<file path="config.mk">
export PLATFORM = sky130hd
export DESIGN_NAME = ddi_drive_if
export DESIGN_NICKNAME = d
export VERILOG_FILES = /design/src/shared/ddi_pkg.sv /design/src/logic/ddi_drive_if.sv
export SDC_FILE = /design/constraint.sdc
export NUM_CORES = 1
export LEC_CHECK = 0
export BUFFER_PORTS_ARGS = -buffer_cell sky130_fd_sc_hd__buf_4
export CAP_MARGIN = 20
export CORE_MARGIN = 5
export CORE_UTILIZATION = 30
export DETAILED_ROUTE_END_ITERATION = 6
export PLACE_DENSITY_LB_ADDON = 0.2
export SETUP_SLACK_MARGIN = 0.05
export SYNTH_ARGS = -nofsm -noshare
export SYNTH_HDL_FRONTEND = slang
export SYNTH_SLANG_ARGS = --single-unit
</file>
<file path="constraint.sdc">
create_clock -name aclk -period 6.65 [get_ports aclk]
set_clock_uncertainty 0.15 [all_clocks]
set_input_delay 0.3325 -clock aclk [delete_from_list [all_inputs] [get_ports aclk]]
set_output_delay 0.3325 -clock aclk [all_outputs]
set_load 0.02 [all_outputs]
</file>
<file path="src/shared/ddi_pkg.sv">
// Purpose: Shared types and constants for the drive input interface block.
// Assumes: 20 MHz aclk; all cable pins arrive asynchronously.
// Notes:   Pin struct fields ending in _n are low-true at the cable.
package ddi_pkg;

    // Clock and fail-safe timing.
    localparam int unsigned CLK_HZ           = 20_000_000;
    localparam int unsigned FAILSAFE_TIME_MS = 1300;
    localparam int unsigned FAILSAFE_CYCLES  = FAILSAFE_TIME_MS * (CLK_HZ / 1000);

    // Address and head limits.
    localparam logic [9:0] MAX_CYLINDER = 10'h32E;
    localparam logic [4:0] MAX_HEAD     = 5'h12;

    // Bus field layout for head load and command decode.
    localparam int HEAD_LSB          = 0;
    localparam int HEAD_W            = 5;
    localparam int OFFSET_FWD_BIT    = 8;
    localparam int OFFSET_REV_BIT    = 9;
    localparam int CMD_HAR_RESET_BIT = 4;
    localparam int CMD_HEAD_ADV_BIT  = 5;
    localparam int CMD_REZERO_BIT    = 6;

    // Register offsets and control fields.
    localparam logic [3:0] REG_CTRL     = 4'h0;
    localparam logic [3:0] REG_STATUS   = 4'h4;
    localparam logic [3:0] REG_POSITION = 4'h8;
    localparam int         CTRL_ONLINE  = 0;
    localparam int         CTRL_EN_A    = 1;
    localparam int         CTRL_EN_B    = 2;
    localparam logic [2:0] CTRL_RESET   = 3'h7;
    localparam logic [1:0] RESP_OKAY    = 2'h0;
    localparam logic [1:0] RESP_SLVERR  = 2'h2;

    // Raw cable pins, sampled as one group.
    typedef struct packed {
        logic       power_sequence_request_n;
        logic       unit_select_line_n;
        logic       access_a_request_n;
        logic       access_b_request_n;
        logic [9:0] command_bus_lines_n;
        logic       cylinder_load_strobe_n;
        logic       head_load_strobe_n;
        logic       command_strobe_n;
        logic       terminator_present_n;
        logic       cables_present_n;
        logic       b_connected_hold_n;
        logic       terminator_power_in;
        logic       controller_terminator_power;
    } ddi_pins_t;

    // Maintenance exerciser inputs, high-true, on aclk.
    typedef struct packed {
        logic [9:0] bus;
        logic       cyl_strobe;
        logic       head_strobe;
        logic       cmd_strobe;
    } ddi_exer_t;

    typedef enum logic [2:0] {
        CONN_NONE = 3'b001,
        CONN_A    = 3'b010,
        CONN_B    = 3'b100
    } ddi_conn_t;

    typedef struct packed {
        ddi_pins_t        sync1;
        ddi_pins_t        sync2;
        logic [2:0]       ctrl;
        ddi_conn_t        conn;
        logic [1:0][31:0] timer;
        logic             cyl_prev;
        logic             cmd_prev;
        logic [9:0]       cyl;
        logic [4:0]       head;
        logic [1:0]       offset;
        logic             illegal;
        logic             seek_start;
        logic             cmd_valid;
        logic [9:0]       cmd;
        logic             attention;
        logic             aw_full;
        logic             w_full;
        logic [3:0]       aw_addr;
        logic [31:0]      w_data;
        logic [3:0]       w_strb;
        logic             bvalid;
        logic [1:0]       bresp;
        logic             rvalid;
        logic [31:0]      rdata;
        logic [1:0]       rresp;
    } ddi_state_t;

    localparam ddi_state_t STATE_RESET = '{sync1: '1, sync2: '1, ctrl: CTRL_RESET,
                                           conn: CONN_NONE, default: '0};

endpackage

</file>
<file path="src/logic/ddi_drive_if.sv">
// Purpose: Input interface, select and dual-access arbitration of a disk drive.
// Assumes: Cable pins are asynchronous; exerciser and drive_ready are on aclk.
// Notes:   Summary of operation follows.
// Summary of operation
// Asserted sequence request powers the drive up; deasserted powers it down.
// Asserted unit select lets the drive take bus commands and data.
// Each access request enables arbitration before that controller can select.
// Controller holds bus lines 200 ns around every tag strobe.
// Cylinder strobe loads cylinder address; its release launches the seek.
// Head strobe loads head address and offset from the bus.
// Command strobe makes the selected drive decode the bus as commands.
// Online switch sets the control latch; controller owns the interface.
// Offline switch resets the latch; exerciser supplies commands.
// Offline forces power-sequence enable; operator start switch then rules; the code has no start switch and holds it high while offline.
// Offline disables the input interface and most of the output interface.
// Power-sequence enable needs request plus terminator power, or offline.
// Powered and ready drive raises attention whether selected or not.
// Unselected drive ignores commands and presents no bus status.
// Access requires bused cables, terminator and controller terminator power.
// Online with terminator, select drives the select acknowledge.
// Select acknowledge locks the write-protect switch and enables receivers.
// Connected lines feed read/write selection; low B hold disables B.
// No unit-address decoding; the wired radial cable decides.
// Only one controller owns the drive at a time, time-sliced.
// Operator access enables override requests and automatic arbitration.
// Each access has a fail-safe timer releasing a hung access.
// All inputs except controller terminator power are low-true; the code also takes terminator_power_in as high-true.
// Cylinder above 814 flags illegal cylinder and suppresses the seek.
// End of cylinder asserts when head address exceeds 18.
// Asynchronous inputs pass a two-flop synchroniser before use.
`timescale 1ns/10ps

module ddi_drive_if
#(
    parameter int unsigned FAILSAFE_COUNT = ddi_pkg::FAILSAFE_CYCLES
)
(
    // Clock and reset.
    input  wire logic            aclk,
    input  wire logic            aresetn,
    // Cable pins and local sources.
    input  wire ddi_pkg::ddi_pins_t pins,
    input  wire ddi_pkg::ddi_exer_t exer,
    input  wire logic            drive_ready,
    // Drive control outputs.
    output logic                 unit_power_sequence_enable,
    output logic                 select_acknowledge,
    output logic                 attention,
    output logic                 bus_receivers_enabled,
    output logic                 rw_switch_lockout,
    output logic                 input_interface_disable,
    output logic                 output_interface_disable,
    output logic                 access_a_connected,
    output logic                 access_b_connected,
    output logic                 rw_select_a,
    output logic                 rw_select_b,
    // Positioning and command outputs.
    output logic                 seek_start,
    output logic [9:0]           cylinder_address,
    output logic [4:0]           head_address,
    output logic [1:0]           offset_command,
    output logic                 illegal_cylinder,
    output logic                 end_of_cylinder,
    output logic                 command_valid,
    output logic [9:0]           command_word,
    // AXI4-Lite slave.
    input  wire logic [3:0]      awaddr,
    input  wire logic            awvalid,
    output logic                 awready,
    input  wire logic [31:0]     wdata,
    input  wire logic [3:0]      wstrb,
    input  wire logic            wvalid,
    output logic                 wready,
    output logic [1:0]           bresp,
    output logic                 bvalid,
    input  wire logic            bready,
    input  wire logic [3:0]      araddr,
    input  wire logic            arvalid,
    output logic                 arready,
    output logic [31:0]          rdata,
    output logic [1:0]           rresp,
    output logic                 rvalid,
    input  wire logic            rready
);
    import ddi_pkg::*;

    ddi_state_t s;
    ddi_state_t next_s;
    logic [1:0] tmo;
    logic       online;
    logic       seq;
    logic       sel;
    logic       req_a;
    logic       req_b;
    logic       access_ok;
    logic       sel_ok;
    logic       tag_act;
    logic       auto_m;
    logic       force_a;
    logic       force_b;
    logic [9:0] e_bus;
    logic       e_cyl;
    logic       e_head;
    logic       e_cmd;
    logic [31:0] status_word;

    // Decode synchronised pins; every cable line but terminator power is low-true.
    assign online    = s.ctrl[CTRL_ONLINE];
    assign seq       = ~s.sync2.power_sequence_request_n;
    assign sel       = ~s.sync2.unit_select_line_n;
    assign req_a     = ~s.sync2.access_a_request_n;
    assign req_b     = ~s.sync2.access_b_request_n;
    assign access_ok = ~s.sync2.cables_present_n & ~s.sync2.terminator_present_n
                       & s.sync2.controller_terminator_power;
    assign tag_act   = ~s.sync2.cylinder_load_strobe_n | ~s.sync2.head_load_strobe_n
                       | ~s.sync2.command_strobe_n;

    // Selection exists only through the wired radial select; no address compare.
    assign sel_ok = online & access_ok & sel & (s.conn != CONN_NONE);

    // Operator switches decide the arbitration mode.
    assign auto_m  = s.ctrl[CTRL_EN_A] & s.ctrl[CTRL_EN_B];
    assign force_a = s.ctrl[CTRL_EN_A] & ~s.ctrl[CTRL_EN_B];
    assign force_b = ~s.ctrl[CTRL_EN_A] & s.ctrl[CTRL_EN_B];

    // Offline the exerciser replaces the cable; online an unselected drive sees nothing.
    assign e_bus  = online ? ~s.sync2.command_bus_lines_n : exer.bus;
    assign e_cyl  = online ? (sel_ok & ~s.sync2.cylinder_load_strobe_n) : exer.cyl_strobe;
    assign e_head = online ? (sel_ok & ~s.sync2.head_load_strobe_n) : exer.head_strobe;
    assign e_cmd  = online ? (sel_ok & ~s.sync2.command_strobe_n) : exer.cmd_strobe;

    // Drive control outputs.
    assign unit_power_sequence_enable = (seq & s.sync2.terminator_power_in) | ~online;
    assign select_acknowledge         = sel_ok;
    assign bus_receivers_enabled      = sel_ok;
    assign rw_switch_lockout          = sel_ok;
    assign input_interface_disable    = ~online;
    assign output_interface_disable   = ~online;
    assign access_a_connected         = (s.conn == CONN_A);
    assign access_b_connected         = (s.conn == CONN_B);
    assign rw_select_a = sel_ok & access_a_connected;
    assign rw_select_b = sel_ok & access_b_connected & s.sync2.b_connected_hold_n;
    assign attention                  = s.attention;
    assign seek_start                 = s.seek_start;
    assign cylinder_address           = s.cyl;
    assign head_address               = s.head;
    assign offset_command             = s.offset;
    assign illegal_cylinder           = s.illegal;
    assign end_of_cylinder            = (s.head > MAX_HEAD);
    assign command_valid              = s.cmd_valid;
    assign command_word               = s.cmd;

    // Bus handshakes: each channel holds one item until its response is taken.
    assign awready = ~s.aw_full;
    assign wready  = ~s.w_full;
    assign bvalid  = s.bvalid;
    assign bresp   = s.bresp;
    assign arready = ~s.rvalid;
    assign rvalid  = s.rvalid;
    assign rdata   = s.rdata;
    assign rresp   = s.rresp;

    assign status_word = {22'h000000, req_b, req_a, end_of_cylinder, access_b_connected,
                          access_a_connected, s.illegal, s.attention, sel_ok,
                          unit_power_sequence_enable, online};

    // Next-state logic for the whole block.
    always_comb
    begin
        next_s       = s;
        tmo          = 2'h0;
        next_s.sync1 = pins;
        next_s.sync2 = s.sync1;
        next_s.seek_start = 1'b0;
        next_s.attention  = drive_ready & online;

        // Fail-safe timers: run only while the owner idles and the other side waits.
        for (int i = 0; i < 2; i++)
        begin
            if (auto_m && (i == 0 ? (access_a_connected && req_b)
                                  : (access_b_connected && req_a)) && !tag_act)
            begin
                if (s.timer[i] == 32'h00000000)
                begin
                    tmo[i]          = 1'b1;
                    next_s.timer[i] = 32'(FAILSAFE_COUNT - 1);
                end
                else
                begin
                    next_s.timer[i] = s.timer[i] - 32'h00000001;
                end
            end
            else
            begin
                // Tag activity acts like the retriggered one-shot and reloads.
                next_s.timer[i] = 32'(FAILSAFE_COUNT - 1);
            end
        end

        // Access ownership; switch settings always win over requests.
        unique case (s.conn)
            CONN_NONE:
            begin
                if (force_a || (auto_m && req_a))
                    next_s.conn = CONN_A;
                else if (force_b || (auto_m && req_b))
                    next_s.conn = CONN_B;
            end
            CONN_A:
            begin
                if (force_b)
                    next_s.conn = CONN_B;
                else if (!s.ctrl[CTRL_EN_A] || (auto_m && !req_a))
                    next_s.conn = CONN_NONE;
                else if (tmo[0])
                    next_s.conn = CONN_B;
            end
            CONN_B:
            begin
                if (force_a)
                    next_s.conn = CONN_A;
                else if (!s.ctrl[CTRL_EN_B] || (auto_m && !req_b))
                    next_s.conn = CONN_NONE;
                else if (tmo[1])
                    next_s.conn = CONN_A;
            end
            default:
            begin
                next_s.conn = CONN_NONE;
            end
        endcase

        // Command decode; actions fire once on the strobe's leading edge.
        next_s.cmd_prev  = e_cmd;
        next_s.cmd_valid = e_cmd;
        if (e_cmd)
            next_s.cmd = e_bus;
        if (e_cmd && !s.cmd_prev)
        begin
            if (e_bus[CMD_REZERO_BIT])
            begin
                next_s.cyl     = 10'h000;
                next_s.illegal = 1'b0;
            end
            if (e_bus[CMD_HAR_RESET_BIT])
                next_s.head = 5'h00;
            else if (e_bus[CMD_HEAD_ADV_BIT])
                next_s.head = 5'(s.head + 5'h01);
        end

        // Head and offset load while the head strobe is low.
        if (e_head)
        begin
            next_s.head   = e_bus[HEAD_LSB +: HEAD_W];
            next_s.offset = {e_bus[OFFSET_REV_BIT], e_bus[OFFSET_FWD_BIT]};
        end

        // Cylinder load while strobed; the release launches or refuses the seek.
        next_s.cyl_prev = e_cyl;
        if (e_cyl)
            next_s.cyl = e_bus;
        if (!e_cyl && s.cyl_prev)
        begin
            if (s.cyl > MAX_CYLINDER)
                next_s.illegal = 1'b1;
            else
                next_s.seek_start = 1'b1;
        end

        // Write channel: address and data taken in either order.
        if (awvalid && !s.aw_full)
        begin
            next_s.aw_full = 1'b1;
            next_s.aw_addr = awaddr;
        end
        if (wvalid && !s.w_full)
        begin
            next_s.w_full = 1'b1;
            next_s.w_data = wdata;
            next_s.w_strb = wstrb;
        end
        if (s.aw_full && s.w_full && !s.bvalid)
        begin
            next_s.bvalid = 1'b1;
            next_s.bresp  = RESP_OKAY;
            if (s.aw_addr[3:2] == REG_CTRL[3:2])
            begin
                if (s.w_strb[0])
                    next_s.ctrl = s.w_data[2:0];
            end
            else if (s.aw_addr[3:2] != REG_STATUS[3:2]
                     && s.aw_addr[3:2] != REG_POSITION[3:2])
            begin
                next_s.bresp = RESP_SLVERR;
            end
        end
        if (s.bvalid && bready)
        begin
            next_s.bvalid  = 1'b0;
            next_s.aw_full = 1'b0;
            next_s.w_full  = 1'b0;
        end

        // Read channel: one cycle from address to data.
        if (s.rvalid && rready)
            next_s.rvalid = 1'b0;
        if (arvalid && !s.rvalid)
        begin
            next_s.rvalid = 1'b1;
            next_s.rresp  = RESP_OKAY;
            if (araddr[3:2] == REG_CTRL[3:2])
                next_s.rdata = {29'h00000000, s.ctrl};
            else if (araddr[3:2] == REG_STATUS[3:2])
                next_s.rdata = status_word;
            else if (araddr[3:2] == REG_POSITION[3:2])
                next_s.rdata = {6'h00, s.offset, 3'h0, s.head, 6'h00, s.cyl};
            else
            begin
                next_s.rdata = 32'h00000000;
                next_s.rresp = RESP_SLVERR;
            end
        end
    end

    // State register; synchronous active-low reset.
    always_ff @(posedge aclk)
    begin
        if (!aresetn)
            s <= STATE_RESET;
        else
            s <= next_s;
    end
endmodule

</file>
[Word-level counts from Yosys, hierarchy flattened]
Index checks and enable logic that the tools add are counted.
Operators by class
  div/mod/pow operators: 0
  add/sub/neg operators: 3
  shift operators: 0
  magnitude comparators: 2
  muxes and demuxes: 42
  equality and inequality tests: 11
  bitwise operators: 38
  $mul: 0
  reduce and logical (&&, ||, !) cells: 50
Operators by type and width (count)
  two-way mux 25 bit: 4
  zero test 32 bit: 2
  subtractor 32 x 1 -> 32 bit (second input constant): 2
  two-way mux 26 bit: 2
  two-way mux 35 bit: 1
  two-way mux 32 bit: 1
  two-way mux 10 bit: 3
  two-way mux 3 bit: 8
  logical AND 1 bit: 20
  inverter 1 bit: 18
  AND 1 bit: 16
  two-way mux 15 bit: 1
  two-way mux 1 bit: 12
  two-way mux 2 bit: 6
  greater-than comparator 10 bit (second input constant): 1
  two-way mux 5 bit: 2
  inverter 10 bit: 1
  zero test 1 bit: 9
  case mux 3 bit (3 select lines): 1
  != test 4 x 1 -> 1 bit (second input constant): 2
  nonzero test 2 bit: 4
  two-way mux 7 bit: 1
  AND reduction 2 bit: 3
  AND reduction 3 bit: 2
  17 further kinds: 24
Storage, ports and cells
  output and inout bits: 83
  bits in writable memories: 0
  memories: 0
  bits in latches: 0
  register bits after elaboration: 194
  bits in read-only memories: 0
  input port bits: 87

[Depth between registers and ports, before layout]
Gate-level depths: netlist (run 1).
  depth in word-level cells: 12
  gate-level depth with buffers: 9
  depth with buffers taken out: 8

[Least setup slack after synthesis (run 1)]
OpenSTA, ideal clock, no wires.
  path kind: register -> register
  from: register s[178] (netlist name)
  to: register s[178] (netlist name)
  data required time: 6.412 ns
  arrival: 1.897 ns
  path buffers: 0
  cell stages (with the launch flop): 7
  period minus slack after synthesis: 2.135 ns
  slack: 4.515 ns
  cell sequence: dfxtp_1 or3b_1 or4_4 nor4_2 o21a_2 a21oi_1 a311oi_2
On the way
  longest elaborated chain between the ends: 7
  elaborated cells between the ends (all ways): 16
  those cells by class: eq/ne: 6; mux: 3; reduce/logical: 7
Ends and longest elaborated chain
  from (decl): RTL line ddi_drive_if.sv:87  | ddi_state_t s;
  from (signal assigned): RTL line ddi_drive_if.sv:331  | s <= next_s;
  equality test 3 bit / equality test 3 x 2 -> 1 bit (equally long branches): RTL line ddi_drive_if.sv:140, ddi_drive_if.sv:201, ddi_drive_if.sv:139
  logical AND 1 bit (on tied branches)
  logical AND 1 bit: RTL line ddi_drive_if.sv:180  | if (auto_m && (i == 0 ? (access_a_connected && req_b)
  logical AND 1 bit: RTL line ddi_drive_if.sv:181  | : (access_b_connected && req_a)) && !tag_act)
  two-way mux 1 bit: RTL line ddi_drive_if.sv:180
  != test 4 x 1 -> 1 bit (no source line)
  AND reduction 3 bit (no source line)
Parallel ways exist; a longest one is shown, timed or not.
A chain may end at the register's enable or synchronous reset.

[Worst setup path in the final report (run 1)]
  from: register s[178] (netlist name)
  to: register s[130] (netlist name)
On the way
  longest elaborated chain between the ends: 6
Ends and longest elaborated chain
  equality test 3 x 2 -> 1 bit: RTL line ddi_drive_if.sv:139  | assign access_a_connected = (s.conn == CONN_A);
  logical AND 1 bit
  logical AND 1 bit: RTL line ddi_drive_if.sv:180
  logical AND 1 bit: RTL line ddi_drive_if.sv:181
  inverter 1 bit (no source line)
  OR reduction 3 bit (no source line)
No other way between the ends.

==> impl_metrics.tcl, run 1 <==
set metrics [dict create \
    status "finished, final reports clean" \
    fin_crit_sh 0.4306 \
    syn_avg_cell_area_um2 8.945 \
    final_nets 1013 \
    cpPeakStageDelay_ps 610 \
    cts_tree "yes" \
    io_buffer_count 116 \
    grt_max_degree 62 \
    ys_seq_area_frac 0.4685 \
    rsz0062_at_grt "no" \
    start_util 0.3057 \
    track_usage 0.1283 \
    drtAntennaViolNets 0 \
    htreeDepth 4 \
    path_buf_inv 0 \
    syn2layout_area_growth_pct 22.15 \
    p_per_area_nw_per_um2 261.9 \
    wirelength_mm 18.27 \
    cts.sinks 175 \
    ys_types 63 \
    die_w_um 167.9 \
    critPathKind "reg2reg" \
    synth_top_area_cell "dfxtp_1" \
    cp.arrival_ps 3060 \
    first_global_vias 5345 \
    async_flop_share 0 \
    cts_buffers 17 \
    synth_flop_cell "dfxtp_1" \
    synth_area_um2 7478 \
    slowest_stage "nor2_2" \
    netlist_top_cells_area "dfxtp_1 47%, buf_4 6.8%, nor2_1 5.0%" \
    worst_pin_slew_ps 751.8 \
    endpoint_kind "flop" \
    slew_headroom 0.4976 \
    pwr-share-clk 0.438 \
    worst-path-max-fanout 17 \
    core_area_um2 24460 \
    p_seq_frac 0.468 \
    die_h_um 167.9 \
    hold_violations 0 \
    setup-tns-final_ps 0 \
    p_comb_frac 0.094 \
    p_switching_w 0.0006263 \
    cts_root_buf "clkbuf_16" \
    max_freq_ghz 0.3492 \
    dp_hpwl_mm 13.01 \
    synth_common_cells "175 x dfxtp_1, 99 x nor2_1, 68 x buf_4" \
    post_cts_buffers 0 \
    swShare 0.2618 \
    final-setup-viol-count 0 \
    cap_violations 0 \
    startpoint_type "flop" \
    path_delay_family "simple AND/OR/NAND/NOR gates" \
    die-area_um2 28190 \
    clk_pin_slew_worst_paths_ps 70 \
    p_leak_nw 3.657 \
    synth_edf_count 0 \
    p_int_w 0.001766 \
    vias 5672 \
    grt_pass1_wl_mm 29.08 \
    cts-resized-gates 0 \
    fin_util 0.3734 \
    slew_viol_final 0 \
    core.rowCount 57 \
    yosys.cell_count.top_type "dfxtp_1" \
    drive_above_1_share 0.1929 \
    gp_congestion 0.8141 \
    drt_pass1_iterations 5 \
    io_pins 170 \
    cts_buffer_depth 2 \
    ys_seq_elements 175 \
    syn_inst 836 \
    drc_errors 0 \
    required_ps 6840 \
    vias_per_cell 4.509 \
    clk_latency_ps 420 \
    period_minus_slack_ps 2864 \
    worstPathCellList "or3b_1, or4_4, nor2_2, nand2_2, a21oi_1" \
    antenna_found_initial 1 \
    synth_warnings 0 \
    yosysTopAreaCellShare 0.4685 \
    grt.overflow.total 0 \
    wire_per_inst_um 14.53 \
    peakVddDrop_uv 148.0 \
    drtIter0Drc 273 \
    hold_class "in2reg" \
]
==> logic make-up (layout without fill, tap and decap cells) <==
kind of cell	Yosys count	count (layout)	share of synthesized area
AOI/OAI and AO/OA	125	125	0.1089
xor gates and xnor gates	53	53	0.06207
adders and majority gates	6	6	0.01004
buffers and inverters	127	208	0.09971
DFF	175	175	0.4685
muxes	16	16	0.02175
other	1	18	0.0005014
and+or+nand+nor	333	333	0.2285
==> placed cells by master (no fill, tap or decap), types with 8 or more instances in the layout <==
cell type and instances:
dlygate4sd3_1 32, a211oi_1 8, conb_1 17, dfxtp_1 175, xnor2_1 38, a22oi_1 9, nand2b_1 48, o21ai_0 15
a21oi_1 50, and2_1 9, nor2_2 11, nand3_1 15, buf_4 121, nor2_1 99, mux2i_1 14, nor4_1 11
nand2_1 52, inv_1 22, and3_1 9, clkbuf_16 17, xor2_1 15, nor2b_1 11, nor3_1 29
==> final timing paths <==
| kind | startpoint | end | slack [ps] | cells after the start |
|---|---|---|---|---|
| hold / removal | arvalid | rvalid | 40 | 3 |
| setup reg to reg | s[178] | s[130] | 3790 | 5 |
| hold reg to reg | next_s[198] | s[198] | 260 | 1 |
| setup / recovery | s[178] | s[130] | 3790 | 5 |
==> power by group through the flow <==
stage	sequential, W	combinational [W]	clock (W)
finish	0.00112	0.000225	0.00105
global placement	0.00114	0.000211	0
global route	0.00113	0.000251	0.00112
floorplan	0.00114	0.000158	0
detailed placement	0.00114	0.000212	0
CTS	0.00112	0.000227	0.00107
==> layer usage <==
layer | up-vias | routed length, µm | global-route usage
met4 | 0 | 151 | 0.03317
met2 | 112 | 8117 | 0.1958
li1 | 2923 | - | -
met3 | 9 | 1068 | 0.03986
met5 | - | 0 | 0
met1 | 2628 | 8937 | 0.1767
==> stage by stage <==
stage          instance area [µm²]  instances  power, W  setup slack, ps  hold slack (ps)
2_1_floorplan                 7538        852  0.001293             4515            236.3
3_3_place_gp                  8193       1193  0.001354             3749            238.1
3_5_place_dp                  8193       1193  0.001356             3753            240.9
4_1_cts                       9133       1257  0.002421             3746            18.04
5_1_grt                       9135       1258  0.002493             3611            55.64
6_report                      9135       1258  0.002393             3787            40.68
==> tightest hold or removal path, delay by kind of cell <==
family                 cells  cell delay, ps
and+or+nand+nor            1              80
buffers and inverters      1             120
AOI/OAI and AO/OA          1              40
==> registers in the layout, indices dropped and copies added (netlist names), 2 cells and up <==
| name | count |
|---|---|
| s | 100 |
| next_s | 22 |
| rdata | 17 |
| command_word | 10 |
| cylinder_address | 10 |
| head_address | 5 |
| offset_command | 2 |
==> timing repair <==
action                                  4_1_cts  5_1_grt
hold endpoints to repair                     32        0
hold buffers                                 32        0
endpoints found under the setup margin        0        0
==> final cells by class <==
class | instances | area [µm²]
fillers | 2522 | 15330
flip-flops and latches | 175 | 3503
multi-input cells | 550 | 3289
repair buffers | 153 | 1229
clock buffers | 17 | 425.4
well taps | 324 | 405.4
clock inverters | 15 | 193.9
inverters | 23 | 86.33
diodes | 1 | 2.502
Power figures use the tool's default switching activity.
==> inputs of run 2 (changes only) <==
--- a/config.mk
+++ b/config.mk
@@ -5,6 +5,7 @@
 export SDC_FILE = /design/constraint.sdc
 export NUM_CORES = 1
 export LEC_CHECK = 0
+export ABC_AREA = 1
 export BUFFER_PORTS_ARGS = -buffer_cell sky130_fd_sc_hd__buf_4
 export CAP_MARGIN = 20
 export CORE_MARGIN = 5
==> constraint.sdc (replaced) <==
create_clock -name aclk -period 2.5 [get_ports aclk]
set_clock_uncertainty 0.15 [all_clocks]
set_input_delay 0.125 -clock aclk [delete_from_list [all_inputs] [get_ports aclk]]
set_output_delay 0.125 -clock aclk [all_outputs]
set_load 0.02 [all_outputs]
==> run 2 against run 1 <==
Net effect: wire length rose by 13%; die area rose by 8.9%; register-to-register slack got worse by 3200 ps; clock-buffer cell count did not move; clock power rose to 2.6 times the previous value; hold slack got worse by 29 ps; core utilization rose by 0.40 points; non-clock buffer count rose by 23; critical endpoint is now end_of_cylinder.
==> impl_metrics.tcl, run 2 <==
set metrics [dict create \
    syn2layout_area_growth_pct 23.94 \
    yosys.cell_count.top_type "dfxtp_1" \
    die_w_um 175.2 \
    grt_pass1_wl_mm 33.85 \
    wirelength_mm 20.66 \
    hold_violations 0 \
    largest_reg_flops 100 \
    dp_hpwl_mm 15.55 \
    p_leak_nw 4.440 \
    cts-resized-gates 0 \
    slew_headroom 0.5478 \
    synth_edf_count 0 \
    path_buf_inv 3 \
    core.rowCount 60 \
    synth_common_cells "175 x dfxtp_1, 172 x nand2_1, 161 x nor2_1" \
    cp.arrival_ps 1690 \
    die-area_um2 30690 \
    synth_flop_cell "dfxtp_1" \
    final-setup-viol-count 0 \
    peakVddDrop_uv 401.3 \
    synth_area_um2 8185 \
    hold_class "in2reg" \
    cpPeakStageDelay_ps 480 \
    io_buffer_count 116 \
    endpoint_kind "primary output" \
    drt_pass1_iterations 4 \
    regMostFlops "s" \
    antenna_found_initial 0 \
    slew_viol_final 0 \
    core_area_um2 26880 \
    syn_inst 1104 \
    cts.sinks 175 \
    post_cts_buffers 0 \
    status "finished, final reports clean" \
    cts_root_buf "clkbuf_16" \
    p_comb_frac 0.109 \
    vias_per_cell 4.408 \
    hold_buffers 50 \
    wire_per_inst_um 13.07 \
    async_flop_share 0 \
    routed-wl-met3_mm 1.237 \
    slowest_stage "dfxtp_1" \
    place_ws_ps 545.8 \
    required_ps 2230 \
    io_pins 170 \
    worst-path-max-fanout 7 \
    drive_above_1_share 0.2163 \
    pwr-share-clk 0.425 \
    startpoint_type "flop" \
    grt_max_degree 56 \
    cts_buffer_depth 2 \
    final_common_cell "dfxtp_1" \
    crit_top_cell "inv_1" \
    track_usage 0.1356 \
    setup_slack_ps 533.0 \
    yosysTopAreaCellShare 0.4280 \
    rsz0062_at_grt "no" \
    htreeDepth 4 \
    clk_pin_slew_worst_paths_ps 80 \
    gp_congestion 0.8041 \
    setup-tns-final_ps 0 \
    start_util 0.3046 \
    drtIter0Drc 359 \
    final_nets 1319 \
    wl_met2_mm 9.367 \
    cap_violations 0 \
    ys_seq_area_frac 0.4280 \
    routed.top_layer "met4" \
    p_int_w 0.004543 \
    most-common-layout-cells "175 x dfxtp_1, 172 x nand2_1, 161 x nor2_1" \
    vias 6965 \
    clk_latency_ps 440 \
    ys_types 53 \
    drtAntennaViolNets 0 \
    fin_crit_sh 0.7868 \
    swShare 0.2839 \
    syn_avg_cell_area_um2 7.414 \
    p_per_area_nw_per_um2 625.4 \
    p_seq_frac 0.466 \
    cts_buffers 17 \
    critPathKind "reg2out" \
    worstPathCellList "inv_1, ha_1, inv_1, nand2_1, a21oi_1, buf_4" \
    synth_top_area_cell "dfxtp_1" \
    path_delay_family "flip-flops" \
    die_h_um 175.2 \
    first_global_vias 6576 \
    p_switching_w 0.001801 \
    ys_seq_elements 175 \
    worst_pin_slew_ps 671.1 \
    cts_tree "yes" \
    synth_warnings 0 \
    max_freq_ghz 0.5084 \
    grt.overflow.total 0 \
    wirelength_met1_mm 9.689 \
    period_minus_slack_ps 1967 \
    netlist_top_cells_area "dfxtp_1 43%, nand2_1 7.9%, nor2_1 7.4%" \
    drc_errors 0 \
    antenna_cells_inserted 0 \
]
==> run 2: cell count changes after synthesis, sizes merged, moves of 42 or more <==
| cell | before | now |
|---|---|---|
| nand2 | 53 | 186 |
| or2 | 5 | 47 |
| nor2 | 110 | 180 |
| o21ai | 15 | 79 |
| inv | 22 | 148 |
| nand2b | 48 | 0 |
==> run 2: layer usage <==
metal / track usage / vias to the layer above
met4: 0.04714 / 0
met5: 0 / -
met1: 0.1757 / 3110
met3: 0.04154 / 22
li1: - / 3683
met2: 0.2143 / 150
==> run 2: logic make-up (layout without fill, tap and decap cells) <==
group,count (synthesis),in the layout,share of synthesized area
AOI/OAI and AO/OA,173,173,0.1208
xor gates and xnor gates,13,13,0.01391
adders and majority gates,6,6,0.009171
buffers and inverters,237,356,0.1428
DFF,175,175,0.4280
other,1,17,0.0004581
and+or+nand+nor,499,499,0.2849
==> run 2: per-stage QoR <==
step	instances	power, W	hold WS [ps]	utilization	area, µm²
floorplan	1120	0.003462	81.58	-	8245
global placement	1498	0.003645	162.8	0.3358	9025
detailed placement	1498	0.003648	164.3	0.3358	9025
CTS	1580	0.006423	2.760	0.3775	10140
global route	1580	0.006630	46.67	0.3775	10140
finish	1580	0.006344	11.79	0.3775	10140
==> run 2: final timing paths <==
path | start | to | slack [ps] | cells past startpoint
min | exer[5] | command_word[2] | 10 | 3
max | head_address[0] | end_of_cylinder | 530 | 6
max reg2reg | s[177] | s[144] | 540 | 9
min reg2reg | next_s[196] | s[196] | 260 | 1
==> run 2: power groups by stage <==
| stage | Clock [W] | Sequential [W] | Combinational, W |
|---|---|---|---|
| after CTS | 0.00277 | 0.00296 | 0.000693 |
| final | 0.00270 | 0.00296 | 0.000691 |
| after global routing | 0.00288 | 0.00297 | 0.000780 |
| after detailed placement | 0 | 0.00302 | 0.000624 |
| after global placement | 0 | 0.00302 | 0.000622 |
| after floorplan | 0 | 0.00301 | 0.000451 |
==> run 2: final cells by class <==
class | count | area, µm²
fillers | 2850 | 16730
multi-input cells | 708 | 3573
flip-flops and latches | 175 | 3503
repair buffers | 176 | 1459
inverters | 148 | 563.0
well taps | 341 | 426.7
clock buffers | 17 | 425.4
clock inverters | 15 | 193.9
==> run 2: worst reg2reg max path: stages, from the launching register on <==
cell     delay, ps
dfxtp_1        310
inv_1           90
nand3_2        120
inv_1          190
nand4_1        150
nor2_2         360
nand2_2        180
inv_2          180
nand2_1         80
nor2_1          80
